==> config.mk <==
export PLATFORM = sky130hd
export DESIGN_NAME = aes_adc_seq
export DESIGN_NICKNAME = d
export VERILOG_FILES = /design/src/include/aes_pkg.sv /design/src/aes_adc_seq.sv /design/src/aes_clk_div.sv /design/src/aes_sync.sv
export VERILOG_INCLUDE_DIRS = /design/src /design/src/include
export SDC_FILE = /design/constraint.sdc
export NUM_CORES = 1
export LEC_CHECK = 0
export BUFFER_PORTS_ARGS = -buffer_cell sky130_fd_sc_hd__buf_2
export CORE_MARGIN = 8
export CORE_UTILIZATION = 44
export CTS_CLUSTER_DIAMETER = 80
export DETAILED_ROUTE_END_ITERATION = 10
export SETUP_SLACK_MARGIN = 0.4
export SLEW_MARGIN = 20
export SYNTH_ARGS = -nofsm -noshare
export SYNTH_HDL_FRONTEND = slang
export SYNTH_SLANG_ARGS = --single-unit
==> constraint.sdc <==
create_clock -name clk -period 4.05 [get_ports clk]
set_clock_uncertainty 0.2 [all_clocks]
set_input_delay 0.81 -clock clk [delete_from_list [all_inputs] [get_ports clk]]
set_output_delay 0.81 -clock clk [all_outputs]
set_load 0.05 [all_outputs]
==> src/include/aes_adc_regs.svh <==
// Register offsets, field positions, reset values and timing counts of the 8-bit converter sequencer
`ifndef AES_ADC_REGS_SVH
`define AES_ADC_REGS_SVH

`define AES_CTRL_ADDR      8'hAA
`define AES_CFG_ADDR       8'hAB
`define AES_MUX_ADDR       8'hAC
`define AES_RESULT_ADDR    8'hBE

`define AES_CTRL_RESET     8'h00
`define AES_CFG_RESET      8'hF8
`define AES_MUX_RESET      8'h00

`define AES_CTRL_EN_BIT    7
`define AES_CTRL_TM_BIT    6
`define AES_CTRL_FLAG_BIT  5
`define AES_CTRL_BUSY_BIT  4
`define AES_CTRL_MODE_HI   3
`define AES_CTRL_MODE_LO   1
`define AES_CFG_DIV_HI     7
`define AES_CFG_DIV_LO     3
`define AES_CFG_GAIN_HI    1
`define AES_CFG_GAIN_LO    0
`define AES_MUX_CH_HI      2

`define AES_TRACK_CLOCKS   2'h3
`define AES_SAR_CLOCKS     8

`endif

==> src/include/aes_pkg.sv <==
// Types shared by the converter sequencer modules
package aes_pkg;

    // Start-of-conversion trigger selection
    typedef enum logic [2:0] {
        AES_MODE_SW    = 3'b000,
        AES_MODE_TMR3  = 3'b001,
        AES_MODE_EXT   = 3'b010,
        AES_MODE_TMR2  = 3'b011
    } aes_mode_t;

    // Sequencer states
    typedef enum logic [1:0] {
        AES_ST_IDLE  = 2'b00,
        AES_ST_TRACK = 2'b01,
        AES_ST_CONV  = 2'b10
    } aes_state_t;

    // Gain codes
    typedef enum logic [1:0] {
        AES_GAIN_HALF = 2'b00,
        AES_GAIN_ONE  = 2'b01,
        AES_GAIN_TWO  = 2'b10,
        AES_GAIN_FOUR = 2'b11
    } aes_gain_t;

endpackage

==> src/aes_adc_seq.sv <==
// Control and successive-approximation sequencer of the 8-bit converter
//
// Contract
// - Conversion clock divided from system clock by 5-bit config field bits 7..3.
// - Conversion clock equals system clock over field plus one, field 0..31.
// - Gain field bits 1..0 selects one half, one, two or four.
// - Config bit 2 reads zero, writes ignored.
// - Channel field low three bits picks input; upper five bits read zero.
// - Enable bit 7 low holds shutdown; high accepts conversion starts.
// - Normal track mode tracks continuously except during conversion.
// - Completion flag set on completion; only software writing zero clears it.
// - Busy reads one during conversion; its falling edge sets completion flag.
// - Busy falling edge also raises interrupt request when enabled.
// - Busy write zero does nothing; write one starts only in mode 000.
// - Mode 000 software, 001 timer three, 011 timer two overflow.
// - Mode 010 normal tracking converts on each external start rising edge.
// - Mode 1xx starts when software writes one to companion busy bit.
// - Low-power mode non-pin triggers track three conversion clocks first.
// - Low-power mode 010 tracks while pin low, converts on rising edge.
// - Control bit 0 reads zero, writes ignored.
// - Result is 8-bit straight binary; half reference 0x80, maximum 0xFF.
`timescale 1ns/10ps
`default_nettype none
`include "aes_adc_regs.svh"

module aes_adc_seq #(
    parameter int SAR_CLOCKS = `AES_SAR_CLOCKS
) (
    input  wire logic       clk,             // System clock, 50 MHz
    input  wire logic       reset,           // Synchronous reset, high
    input  wire logic [7:0] sfr_addr,        // Register address
    input  wire logic [7:0] sfr_wdata,       // Write data
    input  wire logic       sfr_wr,          // Write strobe
    output logic      [7:0] sfr_rdata,       // Read data, registered
    input  wire logic       timer3_overflow, // Timer three overflow pulse
    input  wire logic       timer2_overflow, // Timer two overflow pulse
    input  wire logic       companion_busy,  // Companion busy-bit write-one pulse
    input  wire logic       ext_convert_start, // External start pin
    input  wire logic       comparator_in,   // Comparator: input above DAC
    input  wire logic       irq_enable,      // Interrupt enable from core
    output logic            irq_request,     // Interrupt request pulse
    output logic            track_enable,    // Track-and-hold tracking
    output logic            analog_power,    // Converter powered
    output logic      [7:0] sar_dac,         // Trial code to DAC
    output logic      [2:0] channel_select,  // Mux channel
    output logic      [1:0] gain_select,     // Amplifier gain code
    output logic            conversion_clock // Conversion clock tick
);

    typedef struct packed {
        logic                converter_enable;
        logic                track_mode;
        logic                completion_flag;
        logic [2:0]          start_mode;
        logic [4:0]          conv_clock_divider;
        logic [1:0]          gain_select;
        logic [2:0]          channel_select;
        logic [7:0]          result;
        aes_pkg::aes_state_t state;
        logic [1:0]          track_cnt;
        logic [7:0]          sar;
        logic [3:0]          bit_idx;
        logic                ext_prev;
        logic [7:0]          rdata;
        logic                irq;
        logic                track;
        logic                tick;
        logic [7:0]          dac;
    } aes_seq_state_t;

    aes_seq_state_t st_r;
    aes_seq_state_t st_nxt;

    logic div_tick;
    logic ext_sync;
    logic div_restart;

    // One-hot trial bit for a given position; positions past the top bit add none
    function automatic logic [7:0] bit_mask(input logic [3:0] idx);
        if (idx > 4'h7)
        begin
            bit_mask = 8'h00;
        end
        else
        begin
            bit_mask = 8'h01 << idx[2:0];
        end
    endfunction

    // Conversion clock: restarts on idle so each phase starts on a full period
    assign div_restart = (st_r.state == aes_pkg::AES_ST_IDLE);

    // conversion clock divider, period of field plus one
    aes_clk_div #(
        .WIDTH (5)
    ) u_div (
        .clk     (clk),
        .reset   (reset),
        .restart (div_restart),
        .ratio   (st_r.conv_clock_divider),
        .tick    (div_tick)
    );

    // External start pin synchroniser
    aes_sync u_sync (
        .clk   (clk),
        .reset (reset),
        .d     (ext_convert_start),
        .q     (ext_sync)
    );

    // Register writes, triggers and sequencer
    always_comb
    begin
        logic       sw_start;
        logic       trig;
        logic       ext_rise;
        logic       mode_ext;
        logic       done;
        logic [7:0] trial;
        sw_start = 1'b0;
        trig     = 1'b0;
        ext_rise = 1'b0;
        mode_ext = 1'b0;
        done     = 1'b0;
        trial    = 8'h00;
        st_nxt = st_r;
        st_nxt.irq = 1'b0;
        st_nxt.tick = div_tick;
        st_nxt.ext_prev = ext_sync;
        ext_rise = ext_sync && !st_r.ext_prev;
        mode_ext = (st_r.start_mode == aes_pkg::AES_MODE_EXT);

        // Register writes
        if (sfr_wr && sfr_addr == `AES_CTRL_ADDR)
        begin
            st_nxt.converter_enable = sfr_wdata[`AES_CTRL_EN_BIT];
            st_nxt.track_mode = sfr_wdata[`AES_CTRL_TM_BIT];
            // software clears flag only by zero
            if (!sfr_wdata[`AES_CTRL_FLAG_BIT])
            begin
                st_nxt.completion_flag = 1'b0;
            end
            st_nxt.start_mode = sfr_wdata[`AES_CTRL_MODE_HI:`AES_CTRL_MODE_LO];
            // busy write one starts only in mode 000
            sw_start = sfr_wdata[`AES_CTRL_BUSY_BIT]
                && st_r.start_mode == aes_pkg::AES_MODE_SW;
        end
        else if (sfr_wr && sfr_addr == `AES_CFG_ADDR)
        begin
            st_nxt.conv_clock_divider = sfr_wdata[`AES_CFG_DIV_HI:`AES_CFG_DIV_LO];
            st_nxt.gain_select = sfr_wdata[`AES_CFG_GAIN_HI:`AES_CFG_GAIN_LO];
        end
        else if (sfr_wr && sfr_addr == `AES_MUX_ADDR)
        begin
            st_nxt.channel_select = sfr_wdata[`AES_MUX_CH_HI:0];
        end

        if (st_r.start_mode[2])
        begin
            trig = companion_busy;
        end
        else if (st_r.start_mode == aes_pkg::AES_MODE_TMR3)
        begin
            trig = timer3_overflow;
        end
        else if (st_r.start_mode == aes_pkg::AES_MODE_TMR2)
        begin
            trig = timer2_overflow;
        end
        else if (mode_ext)
        begin
            trig = ext_rise;
        end
        else
        begin
            trig = sw_start;
        end

        // Sequencer
        case (st_r.state)
            aes_pkg::AES_ST_IDLE:
            begin
                st_nxt.track = st_r.converter_enable
                    && (!st_r.track_mode || (mode_ext && !ext_sync));
                if (st_r.converter_enable && trig)
                begin
                    st_nxt.sar = 8'h00;
                    st_nxt.bit_idx = 4'(SAR_CLOCKS - 1);
                    st_nxt.track_cnt = 2'h0;
                    if (st_r.track_mode && !mode_ext)
                    begin
                        st_nxt.state = aes_pkg::AES_ST_TRACK;
                        st_nxt.track = 1'b1;
                    end
                    else
                    begin
                        // pin mode converts on the edge
                        st_nxt.state = aes_pkg::AES_ST_CONV;
                        st_nxt.track = 1'b0;
                    end
                end
            end
            aes_pkg::AES_ST_TRACK:
            begin
                if (div_tick)
                begin
                    if (st_r.track_cnt == `AES_TRACK_CLOCKS - 2'h1)
                    begin
                        st_nxt.state = aes_pkg::AES_ST_CONV;
                        st_nxt.track = 1'b0;
                    end
                    else
                    begin
                        st_nxt.track_cnt = st_r.track_cnt + 2'h1;
                    end
                end
            end
            aes_pkg::AES_ST_CONV:
            begin
                st_nxt.track = 1'b0;
                // one comparator sample per conversion clock, MSB first
                if (div_tick)
                begin
                    trial = st_r.sar | bit_mask(st_r.bit_idx);
                    if (comparator_in)
                    begin
                        st_nxt.sar = trial;
                    end
                    if (st_r.bit_idx == 4'h0)
                    begin
                        done = 1'b1;
                    end
                    else
                    begin
                        st_nxt.bit_idx = st_r.bit_idx - 4'h1;
                    end
                end
            end
            default:
            begin
                st_nxt.state = aes_pkg::AES_ST_IDLE;
            end
        endcase

        // fixed length; excess clocks beyond eight bits come first, before the MSB trial
        if (done)
        begin
            st_nxt.result = comparator_in ? trial : st_r.sar;
            st_nxt.state = aes_pkg::AES_ST_IDLE;
            // set wins over a concurrent clear
            st_nxt.completion_flag = 1'b1;
            st_nxt.irq = irq_enable;
        end

        // shutdown aborts any conversion; new enable so tracking drops with power
        if (!st_nxt.converter_enable)
        begin
            st_nxt.state = aes_pkg::AES_ST_IDLE;
            st_nxt.track = 1'b0;
        end

        // Trial code to the DAC: current bit added while converting
        if (st_nxt.state == aes_pkg::AES_ST_CONV)
        begin
            st_nxt.dac = st_nxt.sar | bit_mask(st_nxt.bit_idx);
        end
        else
        begin
            st_nxt.dac = st_nxt.sar;
        end

        // Registered read data
        if (sfr_addr == `AES_CTRL_ADDR)
        begin
            // busy bit reflects state; bit 0 zero
            st_nxt.rdata = {st_r.converter_enable, st_r.track_mode, st_r.completion_flag,
                            st_r.state != aes_pkg::AES_ST_IDLE, st_r.start_mode, 1'b0};
        end
        else if (sfr_addr == `AES_CFG_ADDR)
        begin
            st_nxt.rdata = {st_r.conv_clock_divider, 1'b0, st_r.gain_select};
        end
        else if (sfr_addr == `AES_MUX_ADDR)
        begin
            st_nxt.rdata = {5'h00, st_r.channel_select};
        end
        else if (sfr_addr == `AES_RESULT_ADDR)
        begin
            st_nxt.rdata = st_r.result;
        end
        else
        begin
            st_nxt.rdata = 8'h00;
        end
    end

    // State register with documented reset values
    always_ff @(posedge clk)
    begin
        if (reset)
        begin
            st_r <= '0;
            st_r.conv_clock_divider <= 5'h1F;
            st_r.state <= aes_pkg::AES_ST_IDLE;
            // Pin idles high; avoids a false edge after reset
            st_r.ext_prev <= 1'b1;
        end
        else
        begin
            st_r <= st_nxt;
        end
    end

    // Outputs straight from flip-flops
    assign sfr_rdata        = st_r.rdata;
    assign irq_request      = st_r.irq;
    assign track_enable     = st_r.track;
    assign analog_power     = st_r.converter_enable;
    assign sar_dac          = st_r.dac;
    assign channel_select   = st_r.channel_select;
    assign gain_select      = st_r.gain_select;
    assign conversion_clock = st_r.tick;

endmodule
`default_nettype wire

==> src/aes_clk_div.sv <==
// Divider that marks one tick per conversion clock period
`timescale 1ns/10ps
`default_nettype none

module aes_clk_div #(
    parameter int WIDTH = 5
) (
    input  wire logic             clk,     // System clock
    input  wire logic             reset,   // Synchronous reset, high
    input  wire logic             restart, // Restart period at zero
    input  wire logic [WIDTH-1:0] ratio,   // Period minus one
    output logic                  tick     // One-cycle pulse per period
);

    typedef struct packed {
        logic [WIDTH-1:0] cnt;
        logic             tick;
    } aes_div_state_t;

    aes_div_state_t st_r;
    aes_div_state_t st_nxt;

    // Count up to ratio, then wrap and tick
    always_comb
    begin
        st_nxt = st_r;
        st_nxt.tick = 1'b0;
        if (restart)
        begin
            st_nxt.cnt = '0;
        end
        else if (st_r.cnt >= ratio)
        begin
            st_nxt.cnt = '0;
            st_nxt.tick = 1'b1;
        end
        else
        begin
            st_nxt.cnt = st_r.cnt + 1'b1;
        end
    end

    // State register
    always_ff @(posedge clk)
    begin
        if (reset)
        begin
            st_r <= '0;
        end
        else
        begin
            st_r <= st_nxt;
        end
    end

    assign tick = st_r.tick;

endmodule
`default_nettype wire

==> src/aes_sync.sv <==
// Two-stage synchroniser for a pin input
`timescale 1ns/10ps
`default_nettype none

module aes_sync (
    input  wire logic clk,   // System clock
    input  wire logic reset, // Synchronous reset, high
    input  wire logic d,     // Asynchronous input
    output logic      q      // Synchronised level
);

    typedef struct packed {
        logic s1;
        logic s2;
    } aes_sync_state_t;

    aes_sync_state_t st_r;
    aes_sync_state_t st_nxt;

    // Shift through two stages
    always_comb
    begin
        st_nxt.s1 = d;
        st_nxt.s2 = st_r.s1;
    end

    // State register
    always_ff @(posedge clk)
    begin
        // Reset to the idle-high pin level so no false edge follows reset
        if (reset)
        begin
            st_r <= '1;
        end
        else
        begin
            st_r <= st_nxt;
        end
    end

    assign q = st_r.s2;

endmodule
`default_nettype wire

==> flow_metrics.py <==
metrics = {
    "status": {
        "status": "completed",
    },
    "placed_design": {
        "hpwl_um": 5587,
        "port_buffers": 49,
        "gp_congestion": 0.8010,
    },
    "timing": {
        "relSlewSlack_pct": 32.37,
        "worst_slew_pin_slew_ps": 1007,
        "rsz0062_at_grt": "no",
        "finalHoldViolations": 0,
        "setup-tns-final_ps": 0,
        "min_period_ps": 2829,
        "post-route-period-util_pct": 69.86,
        "fmax_mhz": 353.5,
        "slew_viol_final": 0,
        "setup_viol": 0,
        "holdWs_ps": 218.6,
    },
    "die": {
        "ioPinCount": 50,
        "die_w_um": 102.7,
        "coreArea_sq_mm": 0.007253,
        "die_h_um": 102.7,
        "rows": 31,
        "dieArea_sq_mm": 0.01055,
        "initial_core_util_pct": 45.61,
    },
    "detailed_routing": {
        "dr.pass1.iters": 4,
        "wl_met3_um": 569,
        "post-route-drc-count": 0,
        "finalWirelength_um": 7377,
        "viasPerCell": 5.198,
        "vias": 2604,
        "wl_met2_um": 3236,
        "wire_per_inst_um": 14.72,
        "drt_iter0_markers": 94,
        "routed.top_layer": "met4",
        "ant_nets": 0,
        "met1_length_um": 3492,
    },
    "global_route": {
        "grt_pass1_vias": 2494,
        "antenna_found_initial": 0,
        "grt_overflow": 0,
        "grt_max_degree": 31,
        "track_usage_pct": 14.34,
        "grt_pass1_wl_um": 11680,
    },
    "finish": {
        "synthToLayoutAreaGrowth_pct": 11.65,
        "seqCellArea_sq_mm": 0.001361,
        "fin_nets": 439,
        "fillers": 724,
        "final_common_cell": "dfxtp_1",
        "mostFrequentLayoutCells": "dfxtp_1 (68), nor2_1 (52), buf_2 (49)",
        "drive_gt1_share_pct": 20.65,
        "post-route-util_pct": 50.92,
        "diodes": 0,
        "multiInputGateArea_sq_mm": 0.001673,
    },
    "worst_setup_path": {
        "cp_slowest_cell": "nor3_1",
        "worst-path-buf-inv": 1,
        "critPathLaunchType": "input pin",
        "worstPathRequired_ps": 4140,
        "crit_chain": "buf_2 -> nand4bb_4 -> nor3_1 -> o21ai_1 -> o311a_1 -> a211oi_4 -> a31o_1",
        "cp_data_arrival_time_ps": 2920,
        "crit_path_max_fanout": 8,
        "crit_family": "compound AO/OA/AOI/OAI gates",
        "slowest_delay_ps": 500,
        "worstSetupEndpointType": "flop",
        "r2r_start": "st_r[34]",
        "startpoint": "sfr_addr[6]",
        "critPathKind": "in2reg",
    },
    "clock_network": {
        "cts_tree": "built",
        "cts_inserted_buffers": 9,
        "cts_resized": 0,
        "cts_setup_buffers": 0,
        "htreeDepth": 3,
        "cts.sinks": 68,
        "cts_hold_buf": 0,
        "cts_root_buffer": "clkbuf_8",
        "cts_buffer_depth": 2,
        "clk_latency_ps": 350,
        "clk_pin_slew_ps": 70,
    },
    "pwr": {
        "power_density_mw_per_mm2": 353.6,
        "p_leak_uw": 0.001578,
        "max-vdd-ir-drop_v": 0.0002134,
    },
    "synth": {
        "syn_inst": 369,
        "synth_area_per_cell_sq_um": 8.965,
        "yosys_warnings": 0,
        "synthArstFlopShare_pct": 0,
        "yosysUniqueCellTypes": 50,
        "synth-simple-area-share_pct": 21.18,
        "synth_top_family_by_area": "simple AND/OR/NAND/NOR gates",
        "synth_xor_area_share_pct": 1.059,
        "synth.mux.area_fraction_pct": 5.182,
        "ys_seq_area_share_pct": 41.15,
        "synth_compound_area_share_pct": 16.72,
        "synthAdderAreaFrac_pct": 6.430,
        "synth_edf_count": 0,
        "syn_area_sq_mm": 0.003308,
        "synth_nets": 411,
        "synth_seq_cells": 68,
        "synth_ff_type": "dfxtp_1",
    },
    "hold_path": {
        "worstHoldPathType": "reg2reg",
        "holdCritStartpoint": "u_sync.st_nxt[0]",
    },
    "run": {
        "maxCapViolCount": 0,
    },
}
[sequential cells by signal, indices dropped and copies added, names as in the netlist]
register and count:
irq_request 1, track_enable 1, u_sync.st_nxt 1, st_r 35, gain_select 2, sfr_rdata 8
conversion_clock 1, u_sync.q 1, analog_power 1, u_div.st_r 5, channel_select 3, sar_dac 8
u_div.tick 1
[Yosys cell counts, types with 7 or more instances]
cell      number  share of area, %
ha_1          17               6.4
dfxtp_1       68                41
a21oi_1       16               2.4
nand2_1       28               3.2
nor2_1        52               5.9
mux2i_1       10               3.0
a31o_1         8               2.1
nor3_1        14               2.1
nand3b_1       7               1.6
buf_4         21               4.8
inv_1         18               2.0
a22oi_1       11               2.5
o21ai_0        9               1.4
clkbuf_1      12               1.4
[layer usage]
metal	vias up	global-route usage, %
met5	-	0
met4	0	6.546
met3	10	3.579
met2	69	23.08
met1	1187	17.61
li1	1338	-
[cell families (layout without fill, tap and decap cells)]
kind of cell,Yosys count,after routing
flops,68,68
mux,16,16
fa+ha+maj,17,17
simple gates,138,138
xor+xnor,4,4
compound gates,74,74
buf+inv,52,85
[layout make-up]
| type | count | area share, % |
|---|---|---|
| inverter | 18 | 1.829 |
| sequential | 68 | 36.86 |
| clock buffer | 10 | 3.726 |
| clock inverter | 6 | 1.897 |
| tap | 99 | 3.354 |
| timing repair buffer | 51 | 7.046 |
| multi-input combinational | 249 | 45.29 |
[worst register-to-register path: stages, from the launching register on]
cell     delay [ps]
dfxtp_1         340
inv_1           120
ha_1            640
inv_1           120
o21ai_0         170
mux2i_1         110
a311o_1         380
nor4_1          300
a31o_1          190
[power by group]
part           leakage (uW)  total, uW  internal, uW  switching [uW]
sequential         0.000548        673           671            2.49
clock              0.000107        574           306             267
combinational      0.000923       59.2          24.5            34.7
total               0.00158       1310          1000             305
[per-stage QoR]
| stage | area (sq um) | cells | setup slack [ps] | total power, uW |
|---|---|---|---|---|
| after global routing | 3694 | 501 | 1045 | 1360 |
| final | 3694 | 501 | 1221 | 1306 |
| after CTS | 3694 | 501 | 1218 | 1323 |
| after floorplan | 3308 | 369 | 1352 | 722.4 |
| after detailed placement | 3486 | 485 | 869.0 | 748.1 |
| after global placement | 3486 | 485 | 925.8 | 747.9 |
[final timing paths]
check                           slack, ps  cells after the start    endpoint
worst min-delay path                  220                      1    u_sync.q
worst min register to register        220                      1    u_sync.q
worst max register to register       1430                      8  sar_dac[2]
worst max-delay path                 1220                      7  sar_dac[1]
Power figures use the tool's default switching activity.
